File: src/pkg/ecu_pkg.sv
package ecu_pkg;

  // Avalon-MM byte offsets, one 32-bit word per register
  localparam logic [5:0] ADDR_CAPTURE_CTRL  = 6'h00;
  localparam logic [5:0] ADDR_RESULT_LOW    = 6'h04;
  localparam logic [5:0] ADDR_RESULT_HIGH   = 6'h08;
  localparam logic [5:0] ADDR_TB_COUNT_LOW  = 6'h0C;
  localparam logic [5:0] ADDR_TB_COUNT_HIGH = 6'h10;
  localparam logic [5:0] ADDR_TB_CTRL       = 6'h14;
  localparam logic [5:0] ADDR_FLAG          = 6'h18;
  localparam logic [5:0] ADDR_IRQ_STATUS    = 6'h1C;
  localparam logic [5:0] ADDR_IRQ_MASK      = 6'h20;

  // Capture mode select encodings
  localparam logic [3:0] MODE_OFF        = 4'h0;
  localparam logic [3:0] MODE_FALL_EVERY = 4'h4;
  localparam logic [3:0] MODE_RISE_EVERY = 4'h5;
  localparam logic [3:0] MODE_RISE_DIV4  = 4'h6;
  localparam logic [3:0] MODE_RISE_DIV16 = 4'h7;

  // Prescaler terminal counts
  localparam logic [3:0] PRESCALE_LAST4  = 4'h3;
  localparam logic [3:0] PRESCALE_LAST16 = 4'hF;

  // Field positions
  localparam int TB_CTRL_RUN_BIT  = 0;
  localparam int TB_CTRL_EXT_BIT  = 1;
  localparam int FLAG_CAPTURE_BIT = 0;
  localparam int IRQ_CAPTURE_BIT  = 0;
  localparam int IRQ_OVERRUN_BIT  = 1;

  // Reset values
  localparam logic [3:0] CAPTURE_CTRL_RESET = 4'h0;
  localparam logic [1:0] TB_CTRL_RESET      = 2'h0;
  localparam logic [1:0] IRQ_MASK_RESET     = 2'h0;
  localparam logic [1:0] IRQ_STATUS_RESET   = 2'h0;
  localparam logic [3:0] PRESCALE_RESET     = 4'h0;
  localparam logic [1:0] INSTR_DIV_RESET    = 2'h0;
  localparam logic [15:0] COUNT_RESET       = 16'h0000;

  // Instruction clock is the system clock divided by this
  localparam int          INSTR_DIVIDE   = 4;
  localparam logic [1:0]  INSTR_DIV_LAST = 2'(INSTR_DIVIDE - 1);

endpackage

File: src/logic/ecu_edge_capture_unit.sv
// Function
// - Each qualifying event copies all 16 timebase bits into the result pair at once.
// - Mode picks falling, rising, every fourth rising or every sixteenth rising edge.
// - Each capture sets the event flag; only a software write clears it.
// - A new capture overwrites an unread result; no overrun protection.
// - Edges are taken from the real pin level, so port writes can trigger.
// - Prescaler counter held clear when off or outside capture modes.
// - Any reset clears the prescaler counter.
// - Switching between capture prescales keeps the counter; early capture possible.
// - On instruction clock the timebase halts in sleep and resumes afterwards.
// - With external timebase clock, captures continue during sleep.
//
// The register addresses and the Avalon-MM register port were left to the implementer.
`timescale 1ns/1ps
`default_nettype none
module ecu_edge_capture_unit (
  // Clock, reset and clock enable
  input  wire logic        i_clock,
  input  wire logic        i_resetn,
  input  wire logic        i_clock_en,
  // Avalon-MM slave
  input  wire logic [5:0]  i_avs_address,
  input  wire logic        i_avs_read,
  input  wire logic        i_avs_write,
  input  wire logic [3:0]  i_avs_byteenable,
  input  wire logic [31:0] i_avs_writedata,
  output logic      [31:0] o_avs_readdata,
  output logic             o_avs_waitrequest,
  // Pins and system state
  input  wire logic        i_capture_pin,
  input  wire logic        i_timebase_ext_clock,
  input  wire logic        i_sleep,
  // Interrupt
  output logic             o_irq
);

  logic [3:0]  capture_control_reg;
  logic [1:0]  tb_ctrl_reg;
  logic [15:0] capture_result_reg;
  logic        capture_event_flag_reg;
  logic [1:0]  irq_status_reg;
  logic [1:0]  irq_mask_reg;
  logic [3:0]  prescale_reg;
  logic [1:0]  instr_div_reg;
  logic        unread_reg;
  logic        ack_reg;
  logic [31:0] readdata_reg;
  logic        pin_level;
  logic        pin_level_reg;
  logic        ext_level;
  logic        ext_level_reg;
  logic [15:0] timebase_count;
  logic        req;
  logic        wr_do;
  logic        rd_do;
  logic        wr_byte0;
  logic        in_capture_mode;
  logic        capture_allowed;
  logic        pin_rise;
  logic        pin_fall;
  logic        prescale_event;
  logic        capture_now;
  logic        instr_tick;
  logic        ext_rise;
  logic        tb_advance;
  logic        wr_capture_ctrl;
  logic        wr_tb_ctrl;
  logic        wr_irq_mask;
  logic        wr_count_low;
  logic        wr_count_high;
  logic        wr_flag_clear;
  logic        rd_result_high;
  logic        rd_irq_status;

  // Avalon handshake: one wait state, action on the edge with waitrequest low
  assign req               = i_avs_read | i_avs_write;
  assign o_avs_waitrequest = req & ~ack_reg;
  assign wr_do             = i_avs_write & ack_reg & i_clock_en;
  assign rd_do             = i_avs_read & ack_reg & i_clock_en;
  assign wr_byte0          = wr_do & i_avs_byteenable[0];

  // Register strobes, decoded once so every user sees the same access
  assign wr_capture_ctrl   = wr_byte0 & (i_avs_address == ecu_pkg::ADDR_CAPTURE_CTRL);
  assign wr_tb_ctrl        = wr_byte0 & (i_avs_address == ecu_pkg::ADDR_TB_CTRL);
  assign wr_irq_mask       = wr_byte0 & (i_avs_address == ecu_pkg::ADDR_IRQ_MASK);
  assign wr_count_low      = wr_byte0 & (i_avs_address == ecu_pkg::ADDR_TB_COUNT_LOW);
  assign wr_count_high     = wr_byte0 & (i_avs_address == ecu_pkg::ADDR_TB_COUNT_HIGH);
  assign wr_flag_clear     = wr_byte0 & (i_avs_address == ecu_pkg::ADDR_FLAG) &
                             ~i_avs_writedata[ecu_pkg::FLAG_CAPTURE_BIT];
  assign rd_result_high    = rd_do & (i_avs_address == ecu_pkg::ADDR_RESULT_HIGH);
  assign rd_irq_status     = rd_do & (i_avs_address == ecu_pkg::ADDR_IRQ_STATUS);

  always_ff @(posedge i_clock or negedge i_resetn) begin
    if (!i_resetn) begin
      ack_reg <= 1'b0;
    end else if (i_clock_en) begin
      ack_reg <= req & ~ack_reg;
    end
  end

  // Read data registered in the wait cycle, stable at the completing edge
  always_ff @(posedge i_clock or negedge i_resetn) begin
    if (!i_resetn) begin
      readdata_reg <= 32'h00000000;
    end else if (i_clock_en && i_avs_read && !ack_reg) begin
      unique case (i_avs_address)
        ecu_pkg::ADDR_CAPTURE_CTRL:  readdata_reg <= {28'h0000000, capture_control_reg};
        ecu_pkg::ADDR_RESULT_LOW:    readdata_reg <= {24'h000000, capture_result_reg[7:0]};
        ecu_pkg::ADDR_RESULT_HIGH:   readdata_reg <= {24'h000000, capture_result_reg[15:8]};
        ecu_pkg::ADDR_TB_COUNT_LOW:  readdata_reg <= {24'h000000, timebase_count[7:0]};
        ecu_pkg::ADDR_TB_COUNT_HIGH: readdata_reg <= {24'h000000, timebase_count[15:8]};
        ecu_pkg::ADDR_TB_CTRL:       readdata_reg <= {30'h00000000, tb_ctrl_reg};
        ecu_pkg::ADDR_FLAG:          readdata_reg <= {31'h00000000, capture_event_flag_reg};
        ecu_pkg::ADDR_IRQ_STATUS:    readdata_reg <= {30'h00000000, irq_status_reg};
        ecu_pkg::ADDR_IRQ_MASK:      readdata_reg <= {30'h00000000, irq_mask_reg};
        default:                     readdata_reg <= 32'h00000000;
      endcase
    end
  end

  assign o_avs_readdata = readdata_reg;

  // Software control registers
  always_ff @(posedge i_clock or negedge i_resetn) begin
    if (!i_resetn) begin
      capture_control_reg <= ecu_pkg::CAPTURE_CTRL_RESET;
      tb_ctrl_reg         <= ecu_pkg::TB_CTRL_RESET;
      irq_mask_reg        <= ecu_pkg::IRQ_MASK_RESET;
    end else begin
      if (wr_capture_ctrl) begin
        capture_control_reg <= i_avs_writedata[3:0];
      end
      if (wr_tb_ctrl) begin
        tb_ctrl_reg <= i_avs_writedata[1:0];
      end
      if (wr_irq_mask) begin
        irq_mask_reg <= i_avs_writedata[1:0];
      end
    end
  end

  // Pin and external clock both cross into this domain
  ecu_pin_sync u_pin_sync (
    .i_clock    (i_clock),
    .i_resetn   (i_resetn),
    .i_clock_en (i_clock_en),
    .i_async    (i_capture_pin),
    .o_level    (pin_level)
  );

  ecu_pin_sync u_ext_sync (
    .i_clock    (i_clock),
    .i_resetn   (i_resetn),
    .i_clock_en (i_clock_en),
    .i_async    (i_timebase_ext_clock),
    .o_level    (ext_level)
  );

  always_ff @(posedge i_clock or negedge i_resetn) begin
    if (!i_resetn) begin
      pin_level_reg <= 1'b0;
      ext_level_reg <= 1'b0;
    end else if (i_clock_en) begin
      pin_level_reg <= pin_level;
      ext_level_reg <= ext_level;
    end
  end

  // Pin level is what the pad sees, whoever drives it
  assign pin_rise = pin_level & ~pin_level_reg;
  assign pin_fall = ~pin_level & pin_level_reg;
  assign ext_rise = ext_level & ~ext_level_reg;

  // Instruction clock tick, stopped during sleep
  always_ff @(posedge i_clock or negedge i_resetn) begin
    if (!i_resetn) begin
      instr_div_reg <= ecu_pkg::INSTR_DIV_RESET;
    end else if (i_clock_en && !i_sleep) begin
      instr_div_reg <= instr_div_reg + 2'h1;
    end
  end

  // Divider halts too, so wake-up resumes in the same phase
  assign instr_tick = (instr_div_reg == ecu_pkg::INSTR_DIV_LAST) & ~i_sleep;

  // External source keeps counting in sleep; internal holds its value
  assign tb_advance = tb_ctrl_reg[ecu_pkg::TB_CTRL_RUN_BIT] &
                      (tb_ctrl_reg[ecu_pkg::TB_CTRL_EXT_BIT] ? ext_rise : instr_tick);

  ecu_timebase u_timebase (
    .i_clock      (i_clock),
    .i_resetn     (i_resetn),
    .i_clock_en   (i_clock_en),
    .i_advance    (tb_advance),
    .i_write_low  (wr_count_low),
    .i_write_high (wr_count_high),
    .i_write_data (i_avs_writedata[7:0]),
    .o_count      (timebase_count)
  );

  // Capture modes and event qualification
  assign in_capture_mode = (capture_control_reg == ecu_pkg::MODE_FALL_EVERY) ||
                           (capture_control_reg == ecu_pkg::MODE_RISE_EVERY) ||
                           (capture_control_reg == ecu_pkg::MODE_RISE_DIV4)  ||
                           (capture_control_reg == ecu_pkg::MODE_RISE_DIV16);

  // In sleep only an externally clocked timebase gives meaningful counts
  assign capture_allowed = ~i_sleep | tb_ctrl_reg[ecu_pkg::TB_CTRL_EXT_BIT];

  // Terminal test uses >=, so a leftover count from a larger prescale fires early
  assign prescale_event =
    ((capture_control_reg == ecu_pkg::MODE_RISE_DIV4) &&
     (prescale_reg >= ecu_pkg::PRESCALE_LAST4)) ||
    ((capture_control_reg == ecu_pkg::MODE_RISE_DIV16) &&
     (prescale_reg >= ecu_pkg::PRESCALE_LAST16));

  always_comb begin
    capture_now = 1'b0;
    if (capture_allowed) begin
      if (capture_control_reg == ecu_pkg::MODE_FALL_EVERY) begin
        capture_now = pin_fall;
      end else if (capture_control_reg == ecu_pkg::MODE_RISE_EVERY) begin
        capture_now = pin_rise;
      end else if ((capture_control_reg == ecu_pkg::MODE_RISE_DIV4) ||
                   (capture_control_reg == ecu_pkg::MODE_RISE_DIV16)) begin
        capture_now = pin_rise & prescale_event;
      end
    end
  end

  // Prescaler: async reset clears it, off or non-capture holds it clear
  always_ff @(posedge i_clock or negedge i_resetn) begin
    if (!i_resetn) begin
      prescale_reg <= ecu_pkg::PRESCALE_RESET;
    end else if (i_clock_en) begin
      if (!in_capture_mode) begin
        prescale_reg <= ecu_pkg::PRESCALE_RESET;
      end else if (capture_allowed && pin_rise &&
                   ((capture_control_reg == ecu_pkg::MODE_RISE_DIV4) ||
                    (capture_control_reg == ecu_pkg::MODE_RISE_DIV16))) begin
        prescale_reg <= prescale_event ? 4'h0 : prescale_reg + 4'h1;
      end
    end
  end

  // Whole 16-bit count latched in one edge; no overrun guard
  always_ff @(posedge i_clock or negedge i_resetn) begin
    if (!i_resetn) begin
      capture_result_reg <= ecu_pkg::COUNT_RESET;
    end else if (i_clock_en && capture_now) begin
      capture_result_reg <= timebase_count;
    end
  end

  // Unread tracking: a read of the high byte marks the pair consumed
  always_ff @(posedge i_clock or negedge i_resetn) begin
    if (!i_resetn) begin
      unread_reg <= 1'b0;
    end else if (i_clock_en) begin
      if (capture_now) begin
        unread_reg <= 1'b1;
      end else if (rd_result_high) begin
        unread_reg <= 1'b0;
      end
    end
  end

  // Event flag: set wins over a software clear in the same cycle
  always_ff @(posedge i_clock or negedge i_resetn) begin
    if (!i_resetn) begin
      capture_event_flag_reg <= 1'b0;
    end else if (i_clock_en) begin
      if (capture_now) begin
        capture_event_flag_reg <= 1'b1;
      end else if (wr_flag_clear) begin
        capture_event_flag_reg <= 1'b0;
      end
    end
  end

  // Interrupt status: sticky, cleared by reading it, set beats clear
  always_ff @(posedge i_clock or negedge i_resetn) begin
    if (!i_resetn) begin
      irq_status_reg <= ecu_pkg::IRQ_STATUS_RESET;
    end else if (i_clock_en) begin
      if (rd_irq_status) begin
        irq_status_reg <= ecu_pkg::IRQ_STATUS_RESET;
      end
      if (capture_now) begin
        irq_status_reg[ecu_pkg::IRQ_CAPTURE_BIT] <= 1'b1;
      end
      if (capture_now && unread_reg) begin
        irq_status_reg[ecu_pkg::IRQ_OVERRUN_BIT] <= 1'b1;
      end
    end
  end

  assign o_irq = |(irq_status_reg & irq_mask_reg);

endmodule
`default_nettype wire

File: src/logic/ecu_pin_sync.sv
`timescale 1ns/1ps
`default_nettype none
module ecu_pin_sync (
  // Clock and reset
  input  wire logic i_clock,
  input  wire logic i_resetn,
  input  wire logic i_clock_en,
  // Asynchronous level in, filtered level out
  input  wire logic i_async,
  output logic      o_level
);

  logic stage1_reg;
  logic stage2_reg;
  logic stage3_reg;
  logic level_reg;

  // First stage feeds only the second one
  always_ff @(posedge i_clock or negedge i_resetn) begin
    if (!i_resetn) begin
      stage1_reg <= 1'b0;
      stage2_reg <= 1'b0;
      stage3_reg <= 1'b0;
    end else if (i_clock_en) begin
      stage1_reg <= i_async;
      stage2_reg <= stage1_reg;
      stage3_reg <= stage2_reg;
    end
  end

  // Accept a change only when the last two stages agree
  always_ff @(posedge i_clock or negedge i_resetn) begin
    if (!i_resetn) begin
      level_reg <= 1'b0;
    end else if (i_clock_en && (stage2_reg == stage3_reg)) begin
      level_reg <= stage3_reg;
    end
  end

  assign o_level = level_reg;

endmodule
`default_nettype wire

File: src/logic/ecu_timebase.sv
`timescale 1ns/1ps
`default_nettype none
module ecu_timebase (
  // Clock and reset
  input  wire logic        i_clock,
  input  wire logic        i_resetn,
  input  wire logic        i_clock_en,
  // Count control
  input  wire logic        i_advance,
  input  wire logic        i_write_low,
  input  wire logic        i_write_high,
  input  wire logic [7:0]  i_write_data,
  // Count value
  output logic      [15:0] o_count
);

  logic [15:0] count_reg;
  logic [15:0] count_next;

  // Software write takes priority over a count step
  always_comb begin
    count_next = count_reg;
    if (i_advance) begin
      count_next = count_reg + 16'h0001;
    end
    if (i_write_low) begin
      count_next[7:0] = i_write_data;
    end
    if (i_write_high) begin
      count_next[15:8] = i_write_data;
    end
  end

  always_ff @(posedge i_clock or negedge i_resetn) begin
    if (!i_resetn) begin
      count_reg <= ecu_pkg::COUNT_RESET;
    end else if (i_clock_en) begin
      count_reg <= count_next;
    end
  end

  assign o_count = count_reg;

endmodule
`default_nettype wire

File: config.mk
export PLATFORM = sky130hd
export DESIGN_NAME = ecu_edge_capture_unit
export DESIGN_NICKNAME = d
export VERILOG_FILES = /design/src/pkg/ecu_pkg.sv /design/src/logic/ecu_edge_capture_unit.sv /design/src/logic/ecu_pin_sync.sv /design/src/logic/ecu_timebase.sv
export SDC_FILE = /design/constraint.sdc
export NUM_CORES = 1
export LEC_CHECK = 0
export BUFFER_PORTS_ARGS = -buffer_cell sky130_fd_sc_hd__buf_2
export CAP_MARGIN = 40
export CELL_PAD_IN_SITES_DETAIL_PLACEMENT = 0
export CELL_PAD_IN_SITES_GLOBAL_PLACEMENT = 1
export CORE_UTILIZATION = 23
export CTS_BUF_LIST = sky130_fd_sc_hd__clkbuf_16
export CTS_CLUSTER_DIAMETER = 50
export DETAILED_ROUTE_END_ITERATION = 12
export HOLD_SLACK_MARGIN = 0.1
export PLACE_DENSITY_LB_ADDON = 0.1
export SYNTH_ARGS = -nofsm -noshare
export SYNTH_HDL_FRONTEND = slang
export SYNTH_SLANG_ARGS = --single-unit
export TNS_END_PERCENT = 5
File: constraint.sdc
create_clock -name i_clock -period 3.3 [get_ports i_clock]
set_input_delay 0.165 -clock i_clock [delete_from_list [all_inputs] [get_ports i_clock]]
set_output_delay 0.165 -clock i_clock [all_outputs]
set_load 0.02 [all_outputs]
==> reports/qor.txt <==
Outcome: complete, no violations
CTS Buf Count: 9
Die Span X: 132 um
FF-to-FF path depth: 5
Global-route wire length before repair: 16600 um
Slew @ Worst Pin: 0.619 ns
Cells after DPL: 609
Min-Delay Path Depth: 2
WHS: 0.124 ns
Nets: 461
Hold Crit Start: i_avs_writedata[5]
Power share of the sequential group: 44.6%
R2R Path Start: ack_reg
Placeable core region: 16100 sq um
DP HPWL: 7330 um
Max VDD drop: 0.000225 V
Root buffer cell: clkbuf_16
CTS resizes: 0
Layout area overhead: 15.7%
Final Cycle Share: 66.5%
Max Cap Viol: 0
Final hold vios: 0
Fin crit period: 2.20 ns
Syn avg cell area: 10.3 sq um
Vias: 2899
CP Launch Type: flip-flop
P_int: 1570 uW
Worst R2R End: u_timebase.o_count[4]
Worst hold path class: input port to flip-flop
Setup bufs post-CTS: 0
Power share of the clock group: 44.4%
Post-route DRC: 0
Share of layout cells above drive strength 1: 23.2%
Row Count: 46
Synthesized area: 3860 sq um
Routed Antenna Nets: 0
Register-to-register setup slack: 1.10 ns
CTS tree: done
Via density: 4.61
Sw power: 572 uW
Most frequent cells in the layout: dfrtp_1, mux2_2, nand2_1, buf_2, o21ai_0
H-Tree Level Count: 3
Clk Latency, worst-skew pair: 0.34 ns
CTS clk-pin slew, worst paths: 0.06 ns
Final core occ: 27.7%
Gr usage total: 12.7%
Critical Path AT: 2.47 ns
Die boundary height: 132 um
Cells after Synth: 376
WL/cell: 16.4 um
Worst Path Required: 3.57 ns
RSZ-0062 raised after global routing: no
Gpl congestion: 0.702
Commonest non-fill, non-tap cell in the layout: dfrtp_1
Cell variety after synth: 56
CP max FO: 19
# clock sinks: 69
Main synth FF type: dfrtp_1
Global route overflow: 0
Largest net degree at the start of global routing: 38
Crit path kind: flip-flop to flip-flop
Clock tree buffer depth: 2
Crit end category: flip-flop
Finished Cell Area: 4470 sq um
Power per cell area: 479 nW/um^2
Pleak: 0.00201 uW
Max-slew violation count: 0
Initial antenna violation count: 0
Share of async-settable or async-resettable flops after synthesis: 100%
Fin cells: 629
IO buf count: 32
Hold EP: u_timebase.o_count[13]
Die Area: 17300 sq um
Setup TNS: 0 ns
Worst slew margin: 58.4%
Io pins: 84
Logic pwr share: 11.1%
F_max: 456 MHz
Antenna cells: 0
Final setup violation count: 0
Vias in the first global route: 2819
DRT Wirelength: 10300 um
DRT Pass-1 Iters: 4
Switching Share: 26.7%
Hold bufs inserted after CTS: 4
Initial DRC Count: 144
Effective utilization at floorplan: 23.9%
Seq/Total Area, Yosys: 44.7%
Area post-placement: 4140 sq um
Clock Skews: 0.00984 ns
Post-synth EDFFs: 0
Seq cells post-synth: 69
Yosys warning count: 0
-- kinds of logic (layout without fill, tap and decap cells) --
| logic type | Yosys count | in the layout | share of synthesized area [%] |
|---|---|---|---|
| AO/OA/AOI/OAI | 102 | 102 | 17.5 |
| XOR/XNOR | 2 | 2 | 0.454 |
| adder cells (fa/ha/maj) | 3 | 3 | 0.973 |
| buffers and inverters | 55 | 69 | 8.50 |
| flip-flops | 69 | 69 | 44.7 |
| multiplexers | 42 | 42 | 12.7 |
| other | 1 | 24 | 0.0972 |
| AND/OR/NAND/NOR | 102 | 102 | 15.0 |
-- metrics by stage --
stage | setup WS, ns | power [uW]
floorplan | 1.56 | 1130
detailed placement | 1.07 | 1210
global placement | 1.10 | 1200
CTS | 1.05 | 2180
finish | 1.10 | 2140
global route | 0.894 | 2240
-- critical path, cell delays in order, from the launching register on --
cell and delay, ns:
dfrtp_1 0.39, and4_1 0.47, nand4_4 0.34, a21oi_4 0.53, a21boi_1 0.26, a2bb2oi_2 0.13
-- power groups by stage --
stage                     Clock [uW]  Sequential [uW]  Combinational (uW)
final                            948              953                 237
after global routing            1010              963                 268
after CTS                        985              954                 244
after detailed placement           0              969                 239
after global placement             0              967                 235
after floorplan                    0              956                 177
-- worst max path at each step --
| stage | end | depth (start not counted) | slack (ns) | start |
|---|---|---|---|---|
| floorplan | capture_result_reg[0] | 7 | 1.56 | prescale_reg[0] |
| global placement | u_timebase.o_count[4] | 5 | 1.10 | ack_reg |
| detailed placement | u_timebase.o_count[4] | 5 | 1.07 | ack_reg |
| CTS | u_timebase.o_count[4] | 5 | 1.05 | ack_reg |
| global route | u_timebase.o_count[4] | 5 | 0.89 | ack_reg |
| finish | u_timebase.o_count[4] | 5 | 1.10 | ack_reg |
-- synth_stat cells, types with 6 or more instances --
library cell | n | share of area (%)
nand4_1 | 6 | 0.97
a21oi_1 | 19 | 2.5
mux2_2 | 33 | 9.6
dfrtp_1 | 69 | 45
a22oi_1 | 8 | 1.6
buf_4 | 24 | 4.7
inv_1 | 11 | 1.1
a2bb2oi_1 | 6 | 1.4
a22o_1 | 7 | 1.6
nor2_1 | 13 | 1.3
o21ai_0 | 30 | 3.9
nand2_1 | 32 | 3.1
buf_2 | 13 | 1.7
nand3_1 | 18 | 2.3
-- per-layer routing --
| layer | vias to the layer above | share of wire (%) | GRT usage, % | wire length [um] |
|---|---|---|---|---|
| met5 | - | 0 | 0 | 0 |
| met4 | 0 | 1.4 | 4.84 | 141 |
| met3 | 11 | 3.5 | 2.93 | 363 |
| met2 | 69 | 43 | 18.5 | 4440 |
| met1 | 1412 | 52 | 17.9 | 5350 |
| li1 | 1407 | - | - | - |
-- cell type report --
class	instances	area [sq um]
repair buffers	42	245
fillers	1743	11600
inverters	11	41.3
well taps	216	270
clock inverters	7	57.6
flip-flops and latches	69	1730
clock buffers	9	225
multi-input cells	275	1900
No activity file was read; power rests on OpenSTA's default activity.
